==> config.mk <==
export PLATFORM = sky130hd
export DESIGN_NAME = pwm_sync_clear_ctrl_flat
export DESIGN_NICKNAME = d
export VERILOG_FILES = /design/src/pwm_sync_pkg.sv /design/src/pwm_sync_if.sv /design/src/pwm_sync_clear_ctrl.sv /design/src/flat_wrapper.sv
export SDC_FILE = /design/constraint.sdc
export NUM_CORES = 1
export LEC_CHECK = 0
export ABC_AREA = 1
export BUFFER_PORTS_ARGS = -buffer_cell sky130_fd_sc_hd__buf_2
export CAP_MARGIN = 40
export CORE_MARGIN = 3
export CORE_UTILIZATION = 62
export DETAILED_ROUTE_END_ITERATION = 8
export MAX_ROUTING_LAYER = met4
export PLACE_DENSITY = 0.84
export REMOVE_ABC_BUFFERS = 1
export SLEW_MARGIN = 15
export SYNTH_ARGS = -nofsm -noshare
export SYNTH_HDL_FRONTEND = slang
export SYNTH_SLANG_ARGS = --single-unit
==> constraint.sdc <==
create_clock -name mclk -period 6.2 [get_ports mclk]
set_input_delay 0.62 -clock mclk [delete_from_list [all_inputs] [get_ports mclk]]
set_output_delay 0.62 -clock mclk [all_outputs]
set_load 0.01 [all_outputs]
==> src/pwm_sync_pkg.sv <==
package pwm_sync_pkg;
    // Device register indices on the carrier
    localparam int DEV_AW = 3;
    localparam int DEV_DW = 16;
    localparam logic [2:0] DEV_WAVE = 3'h0;
    localparam logic [2:0] DEV_OUTCTL = 3'h1;
    localparam logic [2:0] DEV_GATE = 3'h2;
    localparam logic [2:0] DEV_MODE = 3'h3;
    localparam logic [2:0] DEV_SKIP = 3'h4;
    localparam logic [2:0] DEV_START = 3'h5;
    localparam logic [2:0] DEV_STATUS = 3'h6;
    // Waveform control fields
    localparam int WAVE_CLR_EN = 0;
    localparam int WAVE_INIT_SUPP = 1;
    localparam int WAVE_SUPP = 7;
    // Output control fields
    localparam int OUT_POS = 0;
    localparam int OUT_NEG = 1;
    localparam int OUT_INIT_LO = 2;
    // Gate control fields
    localparam int GATE_U = 0;
    localparam int GATE_V = 1;
    localparam int GATE_W = 2;
    localparam int GATE_FEEDBACK = 3;
    localparam int GATE_P = 4;
    localparam int GATE_N = 5;
    localparam int GATE_BRUSHLESS = 6;
    // Mode fields
    localparam int MODE_LO = 0;
    localparam int LINK_LO = 4;
    localparam logic [3:0] XFER_CREST = 4'hD;
    localparam logic [3:0] XFER_BOTH = 4'hF;
    localparam logic [1:0] LINK_SKIP = 2'h2;
    // Skip, start and status fields
    localparam int SKIP_CREST = 0;
    localparam int SKIP_TROUGH = 1;
    localparam int START_CH3 = 0;
    localparam int START_CH4 = 1;
    localparam int STAT_RUN = 0;
    localparam int STAT_SUPPRESSED = 1;
    localparam int STAT_FORCED = 2;
    // Reset values
    localparam logic [15:0] RST_ZERO = 16'h0000;
    localparam logic [5:0] RST_LEVELS = 6'h00;
    // Host APB map
    localparam logic [7:0] APB_START = 8'h00;
    localparam logic [7:0] APB_CLRSRC = 8'h04;
    localparam logic [7:0] APB_DEVCMD = 8'h08;
    localparam logic [7:0] APB_DEVRD = 8'h0C;
    localparam logic [7:0] APB_CMP0 = 8'h10;
    localparam logic [7:0] APB_CNT0 = 8'h20;
    localparam int CLR_SEL_LO = 0;
    localparam int CLR_EN = 2;
    localparam int CMD_ADDR_LO = 16;
    localparam int NUM_PRI_CH = 3;
endpackage : pwm_sync_pkg

==> src/pwm_sync_if.sv <==
`timescale 1ns/1ps
interface pwm_sync_if;
    logic syncClear;
    logic [2:0] regAddr;
    logic [15:0] regWdata;
    logic regWrite;
    logic [15:0] regRdata;
    logic devRunning;
    modport dev (
        input syncClear, regAddr, regWdata, regWrite,
        output regRdata, devRunning
    );
    modport pri (
        output syncClear, regAddr, regWdata, regWrite,
        input regRdata, devRunning
    );
endinterface : pwm_sync_if

==> src/pwm_sync_clear_ctrl.sv <==
`timescale 1ns/1ps
module pwm_sync_clear_ctrl (
    input wire logic mclk,
    input wire logic reset,
    input wire logic ce,
    input wire logic inTb2,
    input wire logic suppressWindow,
    input wire logic initPeriod,
    input wire logic tb1End,
    input wire logic tb2End,
    input wire logic skipWindow,
    input wire logic [5:0] pwmRaw,
    input wire logic hallInputA,
    input wire logic hallInputB,
    input wire logic hallInputC,
    output logic [5:0] pwmOut,
    output logic counterClear,
    output logic transferPulse,
    output logic [1:0] counterRun,
    pwm_sync_if.dev link
);
    logic [15:0] waveCtl_r;
    logic [15:0] outCtl_r;
    logic [15:0] gateCtl_r;
    logic [15:0] modeCtl_r;
    logic [15:0] skipCtl_r;
    logic [1:0] start_r;
    logic suppressed_r;
    logic forced_r;
    logic clrIn_r;
    logic holdInit_r;
    logic [2:0] hall_r;
    logic clrPulse;
    logic running;
    logic accept;
    logic forceInit;
    logic [2:0] phase;
    logic [5:0] drive;
    logic [5:0] initLevels;
    logic posLevel;
    logic negLevel;
    logic [3:0] xferMode;
    logic [1:0] linkMode;
    logic crestOk;
    logic troughOk;
    logic [15:0] status;

    function automatic logic wr(input logic [2:0] idx);
        wr = link.regWrite && link.regAddr == idx;
    endfunction : wr

    assign running = start_r[pwm_sync_pkg::START_CH3] &&
        start_r[pwm_sync_pkg::START_CH4];
    assign posLevel = outCtl_r[pwm_sync_pkg::OUT_POS];
    assign negLevel = outCtl_r[pwm_sync_pkg::OUT_NEG];
    assign initLevels = outCtl_r[pwm_sync_pkg::OUT_INIT_LO +: 6];
    assign xferMode = modeCtl_r[pwm_sync_pkg::MODE_LO +: 4];
    assign linkMode = modeCtl_r[pwm_sync_pkg::LINK_LO +: 2];

    // Registers; writing during counting is allowed, old value rules
    // for a clear in the same cycle
    always_ff @(posedge mclk or posedge reset) begin
        if (reset) begin
            waveCtl_r <= pwm_sync_pkg::RST_ZERO;
            outCtl_r <= pwm_sync_pkg::RST_ZERO;
            gateCtl_r <= pwm_sync_pkg::RST_ZERO;
            modeCtl_r <= pwm_sync_pkg::RST_ZERO;
            skipCtl_r <= pwm_sync_pkg::RST_ZERO;
            start_r <= 2'h0;
        end else if (ce) begin
            if (wr(pwm_sync_pkg::DEV_WAVE)) begin
                waveCtl_r <= link.regWdata;
            end
            if (wr(pwm_sync_pkg::DEV_OUTCTL)) begin
                outCtl_r <= link.regWdata;
            end
            if (wr(pwm_sync_pkg::DEV_GATE)) begin
                gateCtl_r <= link.regWdata;
            end
            if (wr(pwm_sync_pkg::DEV_MODE)) begin
                modeCtl_r <= link.regWdata;
            end
            if (wr(pwm_sync_pkg::DEV_SKIP)) begin
                skipCtl_r <= link.regWdata;
            end
            if (wr(pwm_sync_pkg::DEV_START)) begin
                start_r <= link.regWdata[1:0];
            end
        end
    end

    // Level input from the primary unit turned into one-cycle pulse
    always_ff @(posedge mclk or posedge reset) begin
        if (reset) begin
            clrIn_r <= 1'b0;
        end else if (ce) begin
            clrIn_r <= link.syncClear;
        end
    end
    assign clrPulse = link.syncClear && !clrIn_r;

    assign accept = clrPulse && running &&
        !(waveCtl_r[pwm_sync_pkg::WAVE_SUPP] && suppressWindow);
    // Start-up initial period always wins over Tb2 suppression
    assign forceInit = accept && (initPeriod || !inTb2 ||
        !waveCtl_r[pwm_sync_pkg::WAVE_INIT_SUPP]);

    always_ff @(posedge mclk or posedge reset) begin
        if (reset) begin
            counterClear <= 1'b0;
            holdInit_r <= 1'b0;
        end else if (ce) begin
            counterClear <= accept;
            if (forceInit) begin
                holdInit_r <= 1'b1;
            end else if (initPeriod || !running) begin
                holdInit_r <= 1'b0;
            end
        end
    end

    // Sticky status, hardware set beats software clear
    always_ff @(posedge mclk or posedge reset) begin
        if (reset) begin
            suppressed_r <= 1'b0;
            forced_r <= 1'b0;
        end else if (ce) begin
            if (clrPulse && running && !accept) begin
                suppressed_r <= 1'b1;
            end else if (wr(pwm_sync_pkg::DEV_STATUS) &&
                    link.regWdata[pwm_sync_pkg::STAT_SUPPRESSED]) begin
                suppressed_r <= 1'b0;
            end
            if (forceInit) begin
                forced_r <= 1'b1;
            end else if (wr(pwm_sync_pkg::DEV_STATUS) &&
                    link.regWdata[pwm_sync_pkg::STAT_FORCED]) begin
                forced_r <= 1'b0;
            end
        end
    end

    always_ff @(posedge mclk or posedge reset) begin
        if (reset) begin
            hall_r <= 3'h0;
        end else if (ce) begin
            hall_r <= {hallInputC, hallInputB, hallInputA};
        end
    end

    always_comb begin
        if (gateCtl_r[pwm_sync_pkg::GATE_FEEDBACK]) begin
            phase = {gateCtl_r[pwm_sync_pkg::GATE_W],
                gateCtl_r[pwm_sync_pkg::GATE_V],
                gateCtl_r[pwm_sync_pkg::GATE_U]};
        end else begin
            phase = hall_r;
        end
    end

    // Output pairs: 0/1 U, 2/3 V, 4/5 W; even positive, odd negative
    always_comb begin
        drive = 6'h00;
        for (int i = 0; i < 3; i++) begin
            logic on_p;
            logic on_n;
            on_p = phase[i] && !phase[(i + 2) % 3];
            on_n = !phase[i] && phase[(i + 2) % 3];
            if (gateCtl_r[pwm_sync_pkg::GATE_BRUSHLESS]) begin
                if (gateCtl_r[pwm_sync_pkg::GATE_P]) begin
                    on_p = on_p && pwmRaw[2 * i];
                end
                if (gateCtl_r[pwm_sync_pkg::GATE_N]) begin
                    on_n = on_n && pwmRaw[2 * i + 1];
                end
            end else begin
                on_p = pwmRaw[2 * i];
                on_n = pwmRaw[2 * i + 1];
            end
            drive[2 * i] = on_p ? posLevel : !posLevel;
            drive[2 * i + 1] = on_n ? negLevel : !negLevel;
        end
    end

    always_ff @(posedge mclk or posedge reset) begin
        if (reset) begin
            pwmOut <= pwm_sync_pkg::RST_LEVELS;
        end else if (ce) begin
            if (forceInit || holdInit_r || initPeriod || !running) begin
                pwmOut <= initLevels;
            end else begin
                pwmOut <= drive;
            end
        end
    end

    always_comb begin
        crestOk = linkMode != pwm_sync_pkg::LINK_SKIP ||
            (skipCtl_r[pwm_sync_pkg::SKIP_CREST] && skipWindow);
        troughOk = linkMode != pwm_sync_pkg::LINK_SKIP ||
            (skipCtl_r[pwm_sync_pkg::SKIP_TROUGH] && skipWindow);
    end

    always_ff @(posedge mclk or posedge reset) begin
        if (reset) begin
            transferPulse <= 1'b0;
        end else if (ce) begin
            transferPulse <= running && ((tb1End && crestOk &&
                (xferMode == pwm_sync_pkg::XFER_CREST ||
                 xferMode == pwm_sync_pkg::XFER_BOTH)) ||
                (tb2End && troughOk &&
                 xferMode == pwm_sync_pkg::XFER_BOTH));
        end
    end

    always_comb begin
        status = 16'h0000;
        status[pwm_sync_pkg::STAT_RUN] = running;
        status[pwm_sync_pkg::STAT_SUPPRESSED] = suppressed_r;
        status[pwm_sync_pkg::STAT_FORCED] = forced_r;
    end

    // Read data follows the last written address
    always_ff @(posedge mclk or posedge reset) begin
        if (reset) begin
            link.regRdata <= 16'h0000;
            link.devRunning <= 1'b0;
            counterRun <= 2'h0;
        end else if (ce) begin
            link.devRunning <= running;
            counterRun <= start_r;
            unique case (link.regAddr)
                pwm_sync_pkg::DEV_WAVE: link.regRdata <= waveCtl_r;
                pwm_sync_pkg::DEV_OUTCTL: link.regRdata <= outCtl_r;
                pwm_sync_pkg::DEV_GATE: link.regRdata <= gateCtl_r;
                pwm_sync_pkg::DEV_MODE: link.regRdata <= modeCtl_r;
                pwm_sync_pkg::DEV_SKIP: link.regRdata <= skipCtl_r;
                pwm_sync_pkg::DEV_START: link.regRdata <= {14'h0, start_r};
                pwm_sync_pkg::DEV_STATUS: link.regRdata <= status;
                default: link.regRdata <= 16'h0000;
            endcase
        end
    end
endmodule : pwm_sync_clear_ctrl

==> src/flat_wrapper.sv <==
// flat-port wrapper written by rule: the top's interface ports become plain ports
module pwm_sync_clear_ctrl_flat 
  (mclk, reset, ce, inTb2, suppressWindow, initPeriod, tb1End, tb2End, skipWindow, pwmRaw, hallInputA, hallInputB, hallInputC, pwmOut, counterClear, transferPulse, counterRun, link_syncClear, link_regAddr, link_regWdata, link_regWrite, link_regRdata, link_devRunning);
  pwm_sync_if link_i ();
  input wire logic mclk;
  input wire logic reset;
  input wire logic ce;
  input wire logic inTb2;
  input wire logic suppressWindow;
  input wire logic initPeriod;
  input wire logic tb1End;
  input wire logic tb2End;
  input wire logic skipWindow;
  input wire logic [5:0] pwmRaw;
  input wire logic hallInputA;
  input wire logic hallInputB;
  input wire logic hallInputC;
  output logic [5:0] pwmOut;
  output logic counterClear;
  output logic transferPulse;
  output logic [1:0] counterRun;
  input wire logic [$bits(link_i.syncClear)-1:0] link_syncClear;
  input wire logic [$bits(link_i.regAddr)-1:0] link_regAddr;
  input wire logic [$bits(link_i.regWdata)-1:0] link_regWdata;
  input wire logic [$bits(link_i.regWrite)-1:0] link_regWrite;
  output wire logic [$bits(link_i.regRdata)-1:0] link_regRdata;
  output wire logic [$bits(link_i.devRunning)-1:0] link_devRunning;
  assign link_i.syncClear = link_syncClear;
  assign link_i.regAddr = link_regAddr;
  assign link_i.regWdata = link_regWdata;
  assign link_i.regWrite = link_regWrite;
  assign link_regRdata = link_i.regRdata;
  assign link_devRunning = link_i.devRunning;
  pwm_sync_clear_ctrl u_core (.mclk(mclk), .reset(reset), .ce(ce), .inTb2(inTb2), .suppressWindow(suppressWindow), .initPeriod(initPeriod), .tb1End(tb1End), .tb2End(tb2End), .skipWindow(skipWindow), .pwmRaw(pwmRaw), .hallInputA(hallInputA), .hallInputB(hallInputB), .hallInputC(hallInputC), .pwmOut(pwmOut), .counterClear(counterClear), .transferPulse(transferPulse), .counterRun(counterRun), .link(link_i));
endmodule
==> results of run 1 <==
## worst paths after layout
check / startpoint / endpoint / slack [ps]
max in group asynchronous: reset / u_core.waveCtl_r[4]$_DFFE_PP0P_ / 5030
min: reset / u_core.link.regRdata[9]$_DFFE_PP0P_ / 150
max reg2reg: u_core.start_r[1]$_DFFE_PP0P_ / u_core.pwmOut[0]$_DFFE_PP0P_ / 4590
max: ce / u_core.gateCtl_r[0]$_DFFE_PP0P_ / 3940
min reg2reg: u_core.link.regRdata[8]$_DFFE_PP0P_ / u_core.link.regRdata[8]$_DFFE_PP0P_ / 470
min in group mclk: hallInputC / u_core.hall_r[2]$_DFFE_PP0P_ / 310
## through the flow
| stage | util (%) | std cells |
|---|---|---|
| finish | 76.2 | 854 |
| global route | 76.2 | 854 |
| CTS | 76.2 | 854 |
| detailed placement | 69.4 | 824 |
| global placement | 68.6 | 821 |
| floorplan | - | 650 |
## final cells by class
type | instances | share of cell area, %
timing repair buffer | 69 | 6.34
clock inverter | 9 | 1.65
tap | 105 | 2.07
inverter | 72 | 4.29
clock buffer | 21 | 7.23
multi-input combinational | 462 | 32.7
sequential | 116 | 45.7
## routing by layer
metal	vias up	global-route usage, %
met3	45	6.80
met4	0	15.5
met5	-	-
met1	2293	37.0
met2	217	49.0
li1	2279	-
## Yosys cell counts (all sizes together)
cell / n
nor3: 4
nand3: 27
nand2: 272
inv: 71
dfrtp: 116
clkbuf: 15
nand4: 10
nor4: 1
o21ai: 119
a211oi: 1
clkinv: 1
buf: 17
o211ai: 6
nor2: 11
nand3b: 1
nor3b: 1
o31ai: 1
a21oi: 8
## cell families (layout without fill, tap and decap cells)
group,after synthesis,in the layout,synth area share (%)
simple gates,327,327,25.1
compound gates,135,135,13.2
flops,116,116,53.5
buf+inv,104,171,8.10
## critical path, cell delays in order
cell and delay, ps:
sky130_fd_sc_hd__buf_2 490, sky130_fd_sc_hd__nand2_1 230, sky130_fd_sc_hd__inv_2 190, sky130_fd_sc_hd__nand4_2 680, sky130_fd_sc_hd__o21ai_0 450
## power by group through the flow
stage	logic (uW)	clock network, uW	registers, uW
2_1_floorplan	231	0	1000
3_3_place_gp	341	0	1010
3_5_place_dp	362	0	1010
4_1_cts	372	940	1000
5_1_grt	427	973	1020
6_report	371	940	1010
## state kept, by name, summed over array words and instances, names as in the netlist
name,count
u_core.modeCtl_r,16
u_core.forced_r,1
u_core.counterClear,1
u_core.gateCtl_r,16
u_core.clrIn_r,1
u_core.link.devRunning,1
u_core.suppressed_r,1
u_core.link.regRdata,16
u_core.transferPulse,1
u_core.hall_r,3
u_core.counterRun,2
u_core.pwmOut,6
u_core.holdInit_r,1
u_core.waveCtl_r,16
u_core.skipCtl_r,16
u_core.start_r,2
u_core.outCtl_r,16
==> flow_metrics.py, run 1 <==
metrics = {
    "sta": {
        "setup-violations-final": 0,
        "final.setup.worst_slack_ps": 3940,
        "final.min_clock_period_ps": 2260,
        "min_period_over_period_pct": 36.5,
        "finalHoldWorstSlack_ps": 154,
        "report.final.hold_viol_count": 0,
        "max_freq_mhz": 442,
        "worstMarginPinSlew_ps": 873,
        "maxSlewViolCount": 0,
        "rsz0062_at_grt": "false",
        "max-slew-margin-rel_pct": 41.7,
        "clock_skew_ps": 8.06,
        "finalSetupTns_ps": 0,
    },
    "power_and_ir_drop": {
        "totalPowerFinal_uw": 2320,
        "share_seq_of_total_power_pct": 43.4,
        "power.share.switching_pct": 29.2,
        "share_comb_of_total_power_pct": 16.0,
        "power.net_switching_uw": 677,
        "total_power_per_unit_cell_area_nw_per_um2": 365,
        "leakage_uw": 0.00333,
        "share_clk_of_total_power_pct": 40.6,
        "internal_power_uw": 1640,
        "power.ir.vdd_worst_mv": 0.245,
    },
    "setup_path": {
        "critical_path_class": "primary input to flip-flop",
        "end_kind": "flip-flop",
        "critical_path_peak_fanout": 32,
        "crit_required_ps": 6610,
        "worst-r2r-cell-count": 9,
        "arrival_ps": 2670,
        "startpoint_type": "primary input",
    },
    "global_routing": {
        "number_of_antenna_violations_at_the_first_check_in_global_routing": 0,
        "first_global_vias": 4918,
        "wire_length_of_the_first_global_routing_pass_mm": 23.0,
        "grt_overflow": 0,
        "pin_count_of_the_biggest_net_entering_global_routing": 54,
        "globalRouteTotalUtil_pct": 30.7,
    },
    "routing": {
        "wire_length_on_met1_mm": 5.65,
        "post-route-drc-count": 0,
        "route.top_layer_used": "met4",
        "drt-pass1-iter-count": 5,
        "wire_length_on_met3_mm": 1.02,
        "met2_wirelength_mm": 6.79,
        "vias_after_detailed_routing": 4834,
        "post_drt_wl_per_cell_um": 16.4,
        "drt_iter0_drc": 382,
        "drt_wl_total_mm": 14.0,
        "route.detailed.vias_per_inst": 5.66,
        "remaining_antenna_violation_count_after_routing": 0,
    },
    "clock_tree": {
        "insertion_delay_ps": 520,
        "cts-hold-fix-buffers": 0,
        "cts_made_buffers": 17,
        "cts_tree": "yes",
        "resized_gates_after_cts": 0,
        "clk_path_buf_depth": 2,
        "post_cts.repair.setup_buffers": 0,
        "clkTransAtPathRegs_ps": 60,
        "root_buffer": "sky130_fd_sc_hd__clkbuf_8",
        "cts-htree-levels": 4,
        "clock_sinks": 116,
    },
    "floorplan": {
        "design.portCount": 66,
        "row_count": 33,
        "initial_utilization_pct": 65.0,
        "design.die.area_um2": 9900,
        "core_region_area_um2": 8340,
        "die_height_um": 99.5,
        "die_w_um": 99.5,
    },
    "placement": {
        "dp.final_hpwl_mm": 8.58,
        "dpl_cell_area_um2": 5790,
        "io_buffers": 65,
        "preCtsSetupSlack_ps": 3520,
        "gpl.final_weighted_congestion": 0.919,
    },
    "run": {
        "maxCapViolCount": 0,
    },
    "layout": {
        "layout.cells.most_common_list": "270 x sky130_fd_sc_hd__nand2_1, 116 x sky130_fd_sc_hd__dfrtp_1, 79 x sky130_fd_sc_hd__o21ai_0",
        "diodes": 0,
        "post_route_cells_drive_above_1_share_pct": 15.8,
        "n_fill_cell": 609,
        "mostFrequentLayoutCell": "sky130_fd_sc_hd__nand2_1",
        "multi_input_area_um2": 2080,
        "layout_overhead_on_the_synthesized_area_pct": 17.2,
        "final_nets": 777,
        "stdcell_area_um2": 6350,
        "sequential_cell_area_um2": 2900,
    },
    "synthesis": {
        "synth.avg_cell_area_um2": 7.95,
        "synth_top_area_cell": "sky130_fd_sc_hd__dfrtp_1",
        "ys_types": 28,
        "postSynthCellCount": 682,
        "synth.cell_area_um2": 5420,
        "sequential_cell_area_fraction_in_the_yosys_report_pct": 53.5,
        "synth.yosys.warnings": 0,
        "synth.top_cells.by_area": "sky130_fd_sc_hd__dfrtp_1 54%, sky130_fd_sc_hd__nand2_1 19%, sky130_fd_sc_hd__o21ai_0 7.3%, sky130_fd_sc_hd__inv_1 4.6%, sky130_fd_sc_hd__o21ai_1 3.1%",
        "post-synth-top-area-fraction_pct": 53.5,
        "register_bit_count_reported_by_yosys": 116,
    },
    "min_path": {
        "holdCritPathClass": "primary input to asynchronous set/reset pin",
    },
    "outcome": {
        "run_status": "finished clean",
    },
}
Note: power is estimated with default switching activity, not from simulation.
==> run 2, diff against run 1 <==
Settings changed: ABC_AREA 1 to 0, CORE_UTILIZATION 62 to 58, PLACE_DENSITY 0.84 to 0.79.
Clock period 6.2 ns to 2.25 ns, I/O delays scaled along.
==> run 2 against run 1 <==
  * Critical path depth unchanged
  * Die area up 8.9%
  * Largest cell class unchanged
  * Highest routed layer unchanged
  * Final cell count down 23%
  * Sequential share of layout area down 3.0 points
  * Critical path type is now flip-flop to flip-flop
  * Setup slack worse by 3300 ps
==> flow_metrics.py, run 2 <==
metrics = {
    "placement": {
        "io_buffers": 65,
        "gpl.final_weighted_congestion": 0.883,
        "dp.final_hpwl_mm": 8.79,
        "preCtsSetupSlack_ps": 427,
        "numPlacedInstances": 612,
        "dpl_cell_area_um2": 6040,
    },
    "setup_path": {
        "critical_path.startpoint": "u_core.start_r[0]$_DFFE_PP0P_",
        "critical_path.endpoint": "u_core.pwmOut[3]$_DFFE_PP0P_",
        "maximum_single_stage_delay_on_the_critical_path_ps": 450,
        "critical_path_class": "flip-flop to flip-flop",
        "arrival_ps": 2060,
        "worst-r2r-cell-count": 5,
        "cp_cell_sequence": "nand4b_1 > o31ai_1 > buf_4 > a21oi_1 > a21oi_1",
        "r2r_slack_ps": 630,
        "cp_slowest_cell": "sky130_fd_sc_hd__dfrtp_1",
        "regToRegStartpoint": "u_core.start_r[0]$_DFFE_PP0P_",
        "crit_required_ps": 2690,
        "reg_to_reg_critical_path_endpoint": "u_core.pwmOut[3]$_DFFE_PP0P_",
        "startpoint_type": "flip-flop",
        "end_kind": "flip-flop",
        "critical_path_peak_fanout": 12,
        "timing.critical_path.mode_cell": "sky130_fd_sc_hd__a21oi_1",
    },
    "synthesis": {
        "sequential_cell_area_fraction_in_the_yosys_report_pct": 52.3,
        "ys_types": 45,
        "synth.yosys.warnings": 0,
        "synth_top_area_cell": "sky130_fd_sc_hd__dfrtp_1",
        "synth-adder-area-share_pct": 0,
        "synth.top_cells.by_area": "sky130_fd_sc_hd__dfrtp_1 52%, sky130_fd_sc_hd__mux2_2 16%, sky130_fd_sc_hd__mux2i_1 3.8%, sky130_fd_sc_hd__mux2_4 2.7%, sky130_fd_sc_hd__o2bb2ai_1 2.4%",
        "register_bit_count_reported_by_yosys": 116,
        "xor_xnor_share_of_the_synthesized_area_pct": 0,
        "most_frequent_cell_after_synthesis": "sky130_fd_sc_hd__dfrtp_1",
        "async_reset_ff_share_pct": 100,
        "synth.cells.most_frequent": "116 x sky130_fd_sc_hd__dfrtp_1, 81 x sky130_fd_sc_hd__mux2_2, 24 x sky130_fd_sc_hd__nand2_1",
        "synth-compound-area-share_pct": 12.6,
        "synth_enable_flop_cells": 0,
        "synth.mux.area_fraction_pct": 23.9,
        "synth.cell_area_um2": 5550,
        "yosys.area_share.simple_pct": 7.84,
        "postSynthCellCount": 427,
        "synth.avg_cell_area_um2": 13.0,
        "synth_top_family_by_area": "multiplexers",
        "synth_ff_type": "sky130_fd_sc_hd__dfrtp_1",
        "post-synth-top-area-fraction_pct": 52.3,
    },
    "min_path": {
        "holdCritPathClass": "primary input to flip-flop",
    },
    "power_and_ir_drop": {
        "leakage_uw": 0.00303,
        "power.ir.vdd_worst_mv": 0.707,
        "total_power_per_unit_cell_area_nw_per_um2": 1020,
    },
    "routing": {
        "vias_after_detailed_routing": 4030,
        "remaining_antenna_violation_count_after_routing": 0,
        "route.detailed.vias_per_inst": 6.12,
        "drt-pass1-iter-count": 5,
        "post_drt_wl_per_cell_um": 20.6,
        "post-route-drc-count": 0,
        "drt_iter0_drc": 334,
        "drt_wl_total_mm": 13.5,
    },
    "sta": {
        "worstMarginPinSlew_ps": 666,
        "max_freq_mhz": 618,
        "clock_skew_ps": 7.82,
        "max-slew-margin-rel_pct": 55.5,
        "final.setup.worst_slack_ps": 632,
        "report.final.hold_viol_count": 0,
        "rsz0062_at_grt": "false",
        "maxSlewViolCount": 0,
        "min_period_over_period_pct": 71.9,
        "final.min_clock_period_ps": 1620,
        "setup-violations-final": 0,
    },
    "floorplan": {
        "initial_utilization_pct": 59.8,
        "die_height_um": 104,
        "die_w_um": 104,
        "design.die.area_um2": 10800,
        "design.portCount": 66,
        "row_count": 35,
        "core_region_area_um2": 9280,
    },
    "global_routing": {
        "globalRouteTotalUtil_pct": 27.5,
        "grt_overflow": 0,
        "number_of_antenna_violations_at_the_first_check_in_global_routing": 0,
        "first_global_vias": 4282,
        "pin_count_of_the_biggest_net_entering_global_routing": 76,
        "wire_length_of_the_first_global_routing_pass_mm": 22.4,
    },
    "clock_tree": {
        "clock_sinks": 116,
        "resized_gates_after_cts": 0,
        "cts-htree-levels": 4,
        "cts-hold-fix-buffers": 14,
        "clkTransAtPathRegs_ps": 60,
        "clk_path_buf_depth": 2,
        "cts_made_buffers": 17,
        "root_buffer": "sky130_fd_sc_hd__clkbuf_8",
        "insertion_delay_ps": 520,
        "post_cts.repair.setup_buffers": 0,
        "cts_tree": "yes",
    },
    "layout": {
        "n_fill_cell": 607,
        "stdcell_count": 658,
        "final_nets": 555,
        "diodes": 0,
        "layout.cells.most_common_list": "116 x sky130_fd_sc_hd__dfrtp_1, 81 x sky130_fd_sc_hd__mux2_2, 65 x sky130_fd_sc_hd__buf_2",
        "post_route_cells_drive_above_1_share_pct": 42.0,
        "layout_overhead_on_the_synthesized_area_pct": 22.6,
        "mostFrequentLayoutCell": "sky130_fd_sc_hd__dfrtp_1",
        "stdcell_area_um2": 6810,
    },
    "outcome": {
        "run_status": "finished clean",
    },
    "run": {
        "maxCapViolCount": 0,
    },
}
## run 2: through the flow
step	setup TNS (ps)	utilization [%]	power [uW]	hold WS, ps
2_1_floorplan	-121500	-	3620	310
3_3_place_gp	0	65.1	4000	340
3_5_place_dp	0	65.1	4080	351
4_1_cts	0	73.3	6980	10.7
5_1_grt	0	73.3	7260	22.2
6_report	0	73.3	6960	28.9
## run 2: where the power goes
group	leakage (uW)	internal (uW)	switching [uW]
Sequential	0.00144	2530	348
Combinational	0.00130	670	544
Clock	0.000300	1940	923
## run 2: how the worst min path moves through the flow
stage / from / end / cells past startpoint
global route: link_regWdata[6] / u_core.waveCtl_r[6]$_DFFE_PP0P_ / 2
detailed placement: reset / u_core.waveCtl_r[4]$_DFFE_PP0P_ / 3
global placement: reset / u_core.waveCtl_r[6]$_DFFE_PP0P_ / 3
CTS: link_regWdata[6] / u_core.waveCtl_r[6]$_DFFE_PP0P_ / 2
finish: link_regWdata[6] / u_core.waveCtl_r[6]$_DFFE_PP0P_ / 2
floorplan: ce / u_core.link.regRdata[15]$_DFFE_PP0P_ / 1
## run 2: per-layer routing
layer / routed length (um) / vias to the layer above / track usage (%)
met1: 5710 / 2063 / 33.8
met5: 0 / - / -
met2: 6820 / 152 / 44.6
li1: - / 1786 / -
met4: 255 / 0 / 10.3
met3: 746 / 29 / 6.48
## run 2: critical path: cells and delay by family, from the launching register on
| kind | cells | cell delay [ps] |
|---|---|---|
| and+or+nand+nor | 1 | 230 |
| DFF | 1 | 450 |
| buffers and inverters | 1 | 250 |
| AOI/OAI and AO/OA | 3 | 610 |
## run 2: cell families (layout without fill, tap and decap cells)
kind of cell / Yosys count / after routing
AO/OA/AOI/OAI: 88 / 88
buffers and inverters: 32 / 134
flip-flops: 116 / 116
multiplexers: 115 / 115
AND/OR/NAND/NOR: 76 / 76
## run 2: layout make-up
type	count	area, um^2	share of cell area [%]
flip-flops and latches	116	2900	42.6
clock inverters	9	176	2.59
clock buffers	23	447	6.56
inverters	3	13.8	0.202
well taps	129	161	2.37
repair buffers	99	641	9.41
multi-input cells	279	2460	36.2
==> run 3, diff against run 2 <==
Settings changed: ABC_AREA 0 to 1, PLACE_DENSITY 0.79 to 0.8.
Clock period 2.25 ns to 1.7 ns, I/O delays scaled along.
==> run 3 against run 2 <==
  * First-iteration DRC count is 16% higher
  * Critical path type unchanged
  * Clock power is 25% higher
  * Die area is 2.2% lower
  * Register-to-register slack worse by 380 ps
  * Sequential share of layout area is 0.69 points higher
  * Utilization is 2.0 points higher
  * Clock-buffer cell count is 3 lower
  * Total power is 24% higher
  * Combinational power is 17% higher
  * Global-route usage is 2.5 points higher
  * Hold slack worse by 16 ps
==> flow_metrics.py, run 3 (same netlist as run 1, synthesis figures left out) <==
metrics = {
    "global_routing": {
        "wire_length_of_the_first_global_routing_pass_mm": 23.3,
        "number_of_antenna_violations_at_the_first_check_in_global_routing": 0,
        "first_global_vias": 4823,
        "grt_overflow": 0,
        "globalRouteTotalUtil_pct": 30.0,
        "pin_count_of_the_biggest_net_entering_global_routing": 51,
    },
    "sta": {
        "final.min_clock_period_ps": 1450,
        "finalSetupTns_ps": 0,
        "min_period_over_period_pct": 85.2,
        "worstMarginPinSlew_ps": 555,
        "maxSlewViolCount": 0,
        "rsz0062_at_grt": "false",
        "finalHoldWorstSlack_ps": 13.0,
        "clock_skew_ps": 6.59,
        "max_freq_mhz": 691,
        "setup-violations-final": 0,
        "report.final.hold_viol_count": 0,
        "max-slew-margin-rel_pct": 62.7,
    },
    "setup_path": {
        "startpoint_type": "flip-flop",
        "end_kind": "flip-flop",
        "crit_required_ps": 2110,
        "critical_path_peak_fanout": 8,
        "critical_path_class": "flip-flop to flip-flop",
        "arrival_ps": 1860,
    },
    "floorplan": {
        "die_height_um": 103,
        "die_w_um": 103,
        "initial_utilization_pct": 61.0,
        "design.die.area_um2": 10500,
        "design.portCount": 66,
        "core_region_area_um2": 8890,
        "row_count": 34,
    },
    "clock_tree": {
        "root_buffer": "sky130_fd_sc_hd__clkbuf_8",
        "clk_path_buf_depth": 2,
        "cts_made_buffers": 17,
        "post_cts.repair.setup_buffers": 0,
        "cts-htree-levels": 4,
        "clkTransAtPathRegs_ps": 60,
        "cts_tree": "yes",
        "resized_gates_after_cts": 0,
        "cts-hold-fix-buffers": 18,
        "insertion_delay_ps": 520,
        "clock_sinks": 116,
    },
    "layout": {
        "layout_overhead_on_the_synthesized_area_pct": 23.5,
        "post_route_cells_drive_above_1_share_pct": 17.5,
        "final_nets": 813,
        "n_fill_cell": 647,
        "post-route-util_pct": 75.3,
        "diodes": 0,
        "stdcell_area_um2": 6700,
        "stdcell_count": 895,
        "layout.cells.most_common_list": "270 x sky130_fd_sc_hd__nand2_1, 116 x sky130_fd_sc_hd__dfrtp_1, 79 x sky130_fd_sc_hd__o21ai_0",
        "mostFrequentLayoutCell": "sky130_fd_sc_hd__nand2_1",
    },
    "routing": {
        "drt-pass1-iter-count": 5,
        "drt_wl_total_mm": 14.3,
        "route.detailed.vias_per_inst": 5.58,
        "remaining_antenna_violation_count_after_routing": 0,
        "vias_after_detailed_routing": 4998,
        "drt_iter0_drc": 388,
        "post-route-drc-count": 0,
        "post_drt_wl_per_cell_um": 16.0,
    },
    "placement": {
        "dpl_cell_area_um2": 5920,
        "dp.final_hpwl_mm": 9.31,
        "io_buffers": 65,
        "numPlacedInstances": 845,
        "gpl.final_weighted_congestion": 0.984,
    },
    "power_and_ir_drop": {
        "leakage_uw": 0.00350,
        "power.ir.vdd_worst_mv": 0.857,
        "total_power_per_unit_cell_area_nw_per_um2": 1290,
    },
    "min_path": {
        "holdCritPathClass": "primary input to flip-flop",
    },
    "run": {
        "maxCapViolCount": 0,
    },
    "outcome": {
        "run_status": "finished clean",
    },
}
==> run 3: cell count changes in the layout (fill, tap and decap cells not counted), moves of 8 or more <==
| cell | change |
|---|---|
| sky130_fd_sc_hd__mux2_4 | -10 |
| sky130_fd_sc_hd__o221a_2 | -11 |
| sky130_fd_sc_hd__nand3_1 | +21 |
| sky130_fd_sc_hd__o21ai_0 | +73 |
| sky130_fd_sc_hd__o2bb2ai_1 | -15 |
| sky130_fd_sc_hd__mux2_2 | -81 |
| sky130_fd_sc_hd__nand4_1 | +8 |
| sky130_fd_sc_hd__o21ai_1 | +34 |
| sky130_fd_sc_hd__inv_1 | +64 |
| sky130_fd_sc_hd__nand2_1 | +246 |
| sky130_fd_sc_hd__mux2i_1 | -21 |
| sky130_fd_sc_hd__a22oi_1 | -11 |
==> run 3: stage by stage <==
step | power (uW) | setup WS [ps]
after floorplan | 4510 | -1540
after global placement | 4960 | 217
after detailed placement | 5030 | 181
after CTS | 8660 | 271
after global routing | 9100 | 97.1
final | 8660 | 252
==> run 3: area by class of cell <==
type                    count  area, um^2  area share (%)
well taps                 108         135            2.02
flip-flops and latches    116        2900            43.3
clock buffers              20         445            6.65
repair buffers            105         708            10.6
multi-input cells         462        2080            31.1
inverters                  72         273            4.07
clock inverters            12         154            2.30
==> run 3: worst paths after layout <==
| path | from | to | slack, ps | cells after the start |
|---|---|---|---|---|
| max | u_core.gateCtl_r[3]$_DFFE_PP0P_ | u_core.pwmOut[4]$_DFFE_PP0P_ | 250 | 10 |
| min reg2reg | u_core.counterRun[1]$_DFFE_PP0P_ | u_core.counterRun[1]$_DFFE_PP0P_ | 470 | 2 |
| min | link_regWdata[5] | u_core.skipCtl_r[5]$_DFFE_PP0P_ | 10 | 3 |
| max reg2reg | u_core.gateCtl_r[3]$_DFFE_PP0P_ | u_core.pwmOut[4]$_DFFE_PP0P_ | 250 | 10 |
| min in group asynchronous | reset | u_core.waveCtl_r[8]$_DFFE_PP0P_ | 160 | 3 |
| max in group asynchronous | reset | u_core.outCtl_r[5]$_DFFE_PP0P_ | 970 | 4 |
==> run 3: report_power, final <==
| part | switching (uW) | total [uW] | leakage, uW | internal (uW) |
|---|---|---|---|---|
| Clock | 1270 | 3580 | 0.000287 | 2310 |
| Sequential | 357 | 3660 | 0.00148 | 3300 |
| Combinational | 864 | 1410 | 0.00173 | 548 |
| Total | 2500 | 8660 | 0.00350 | 6160 |
==> run 3: worst max-delay path, stage by stage (launching register included) <==
cell                      delay, ps
sky130_fd_sc_hd__dfrtp_1        450
sky130_fd_sc_hd__inv_1          200
sky130_fd_sc_hd__nand2_1         80
sky130_fd_sc_hd__nand2_1        100
sky130_fd_sc_hd__nand2_1         80
sky130_fd_sc_hd__nand2_1        110
sky130_fd_sc_hd__nand2_1         60
sky130_fd_sc_hd__nand2_1         60
sky130_fd_sc_hd__nand3_1         60
sky130_fd_sc_hd__nand2_1         80
sky130_fd_sc_hd__nand2_1         50
==> run 3: per-layer routing <==
metal | routed length [um] | part of all wire, % | track usage, % | vias to the layer above
li1 | - | - | - | 2354
met4 | 411 | 2.9 | 12.6 | 0
met3 | 972 | 6.8 | 7.24 | 48
met1 | 5910 | 41 | 37.1 | 2358
met5 | 0 | 0 | - | -
met2 | 7020 | 49 | 47.4 | 238
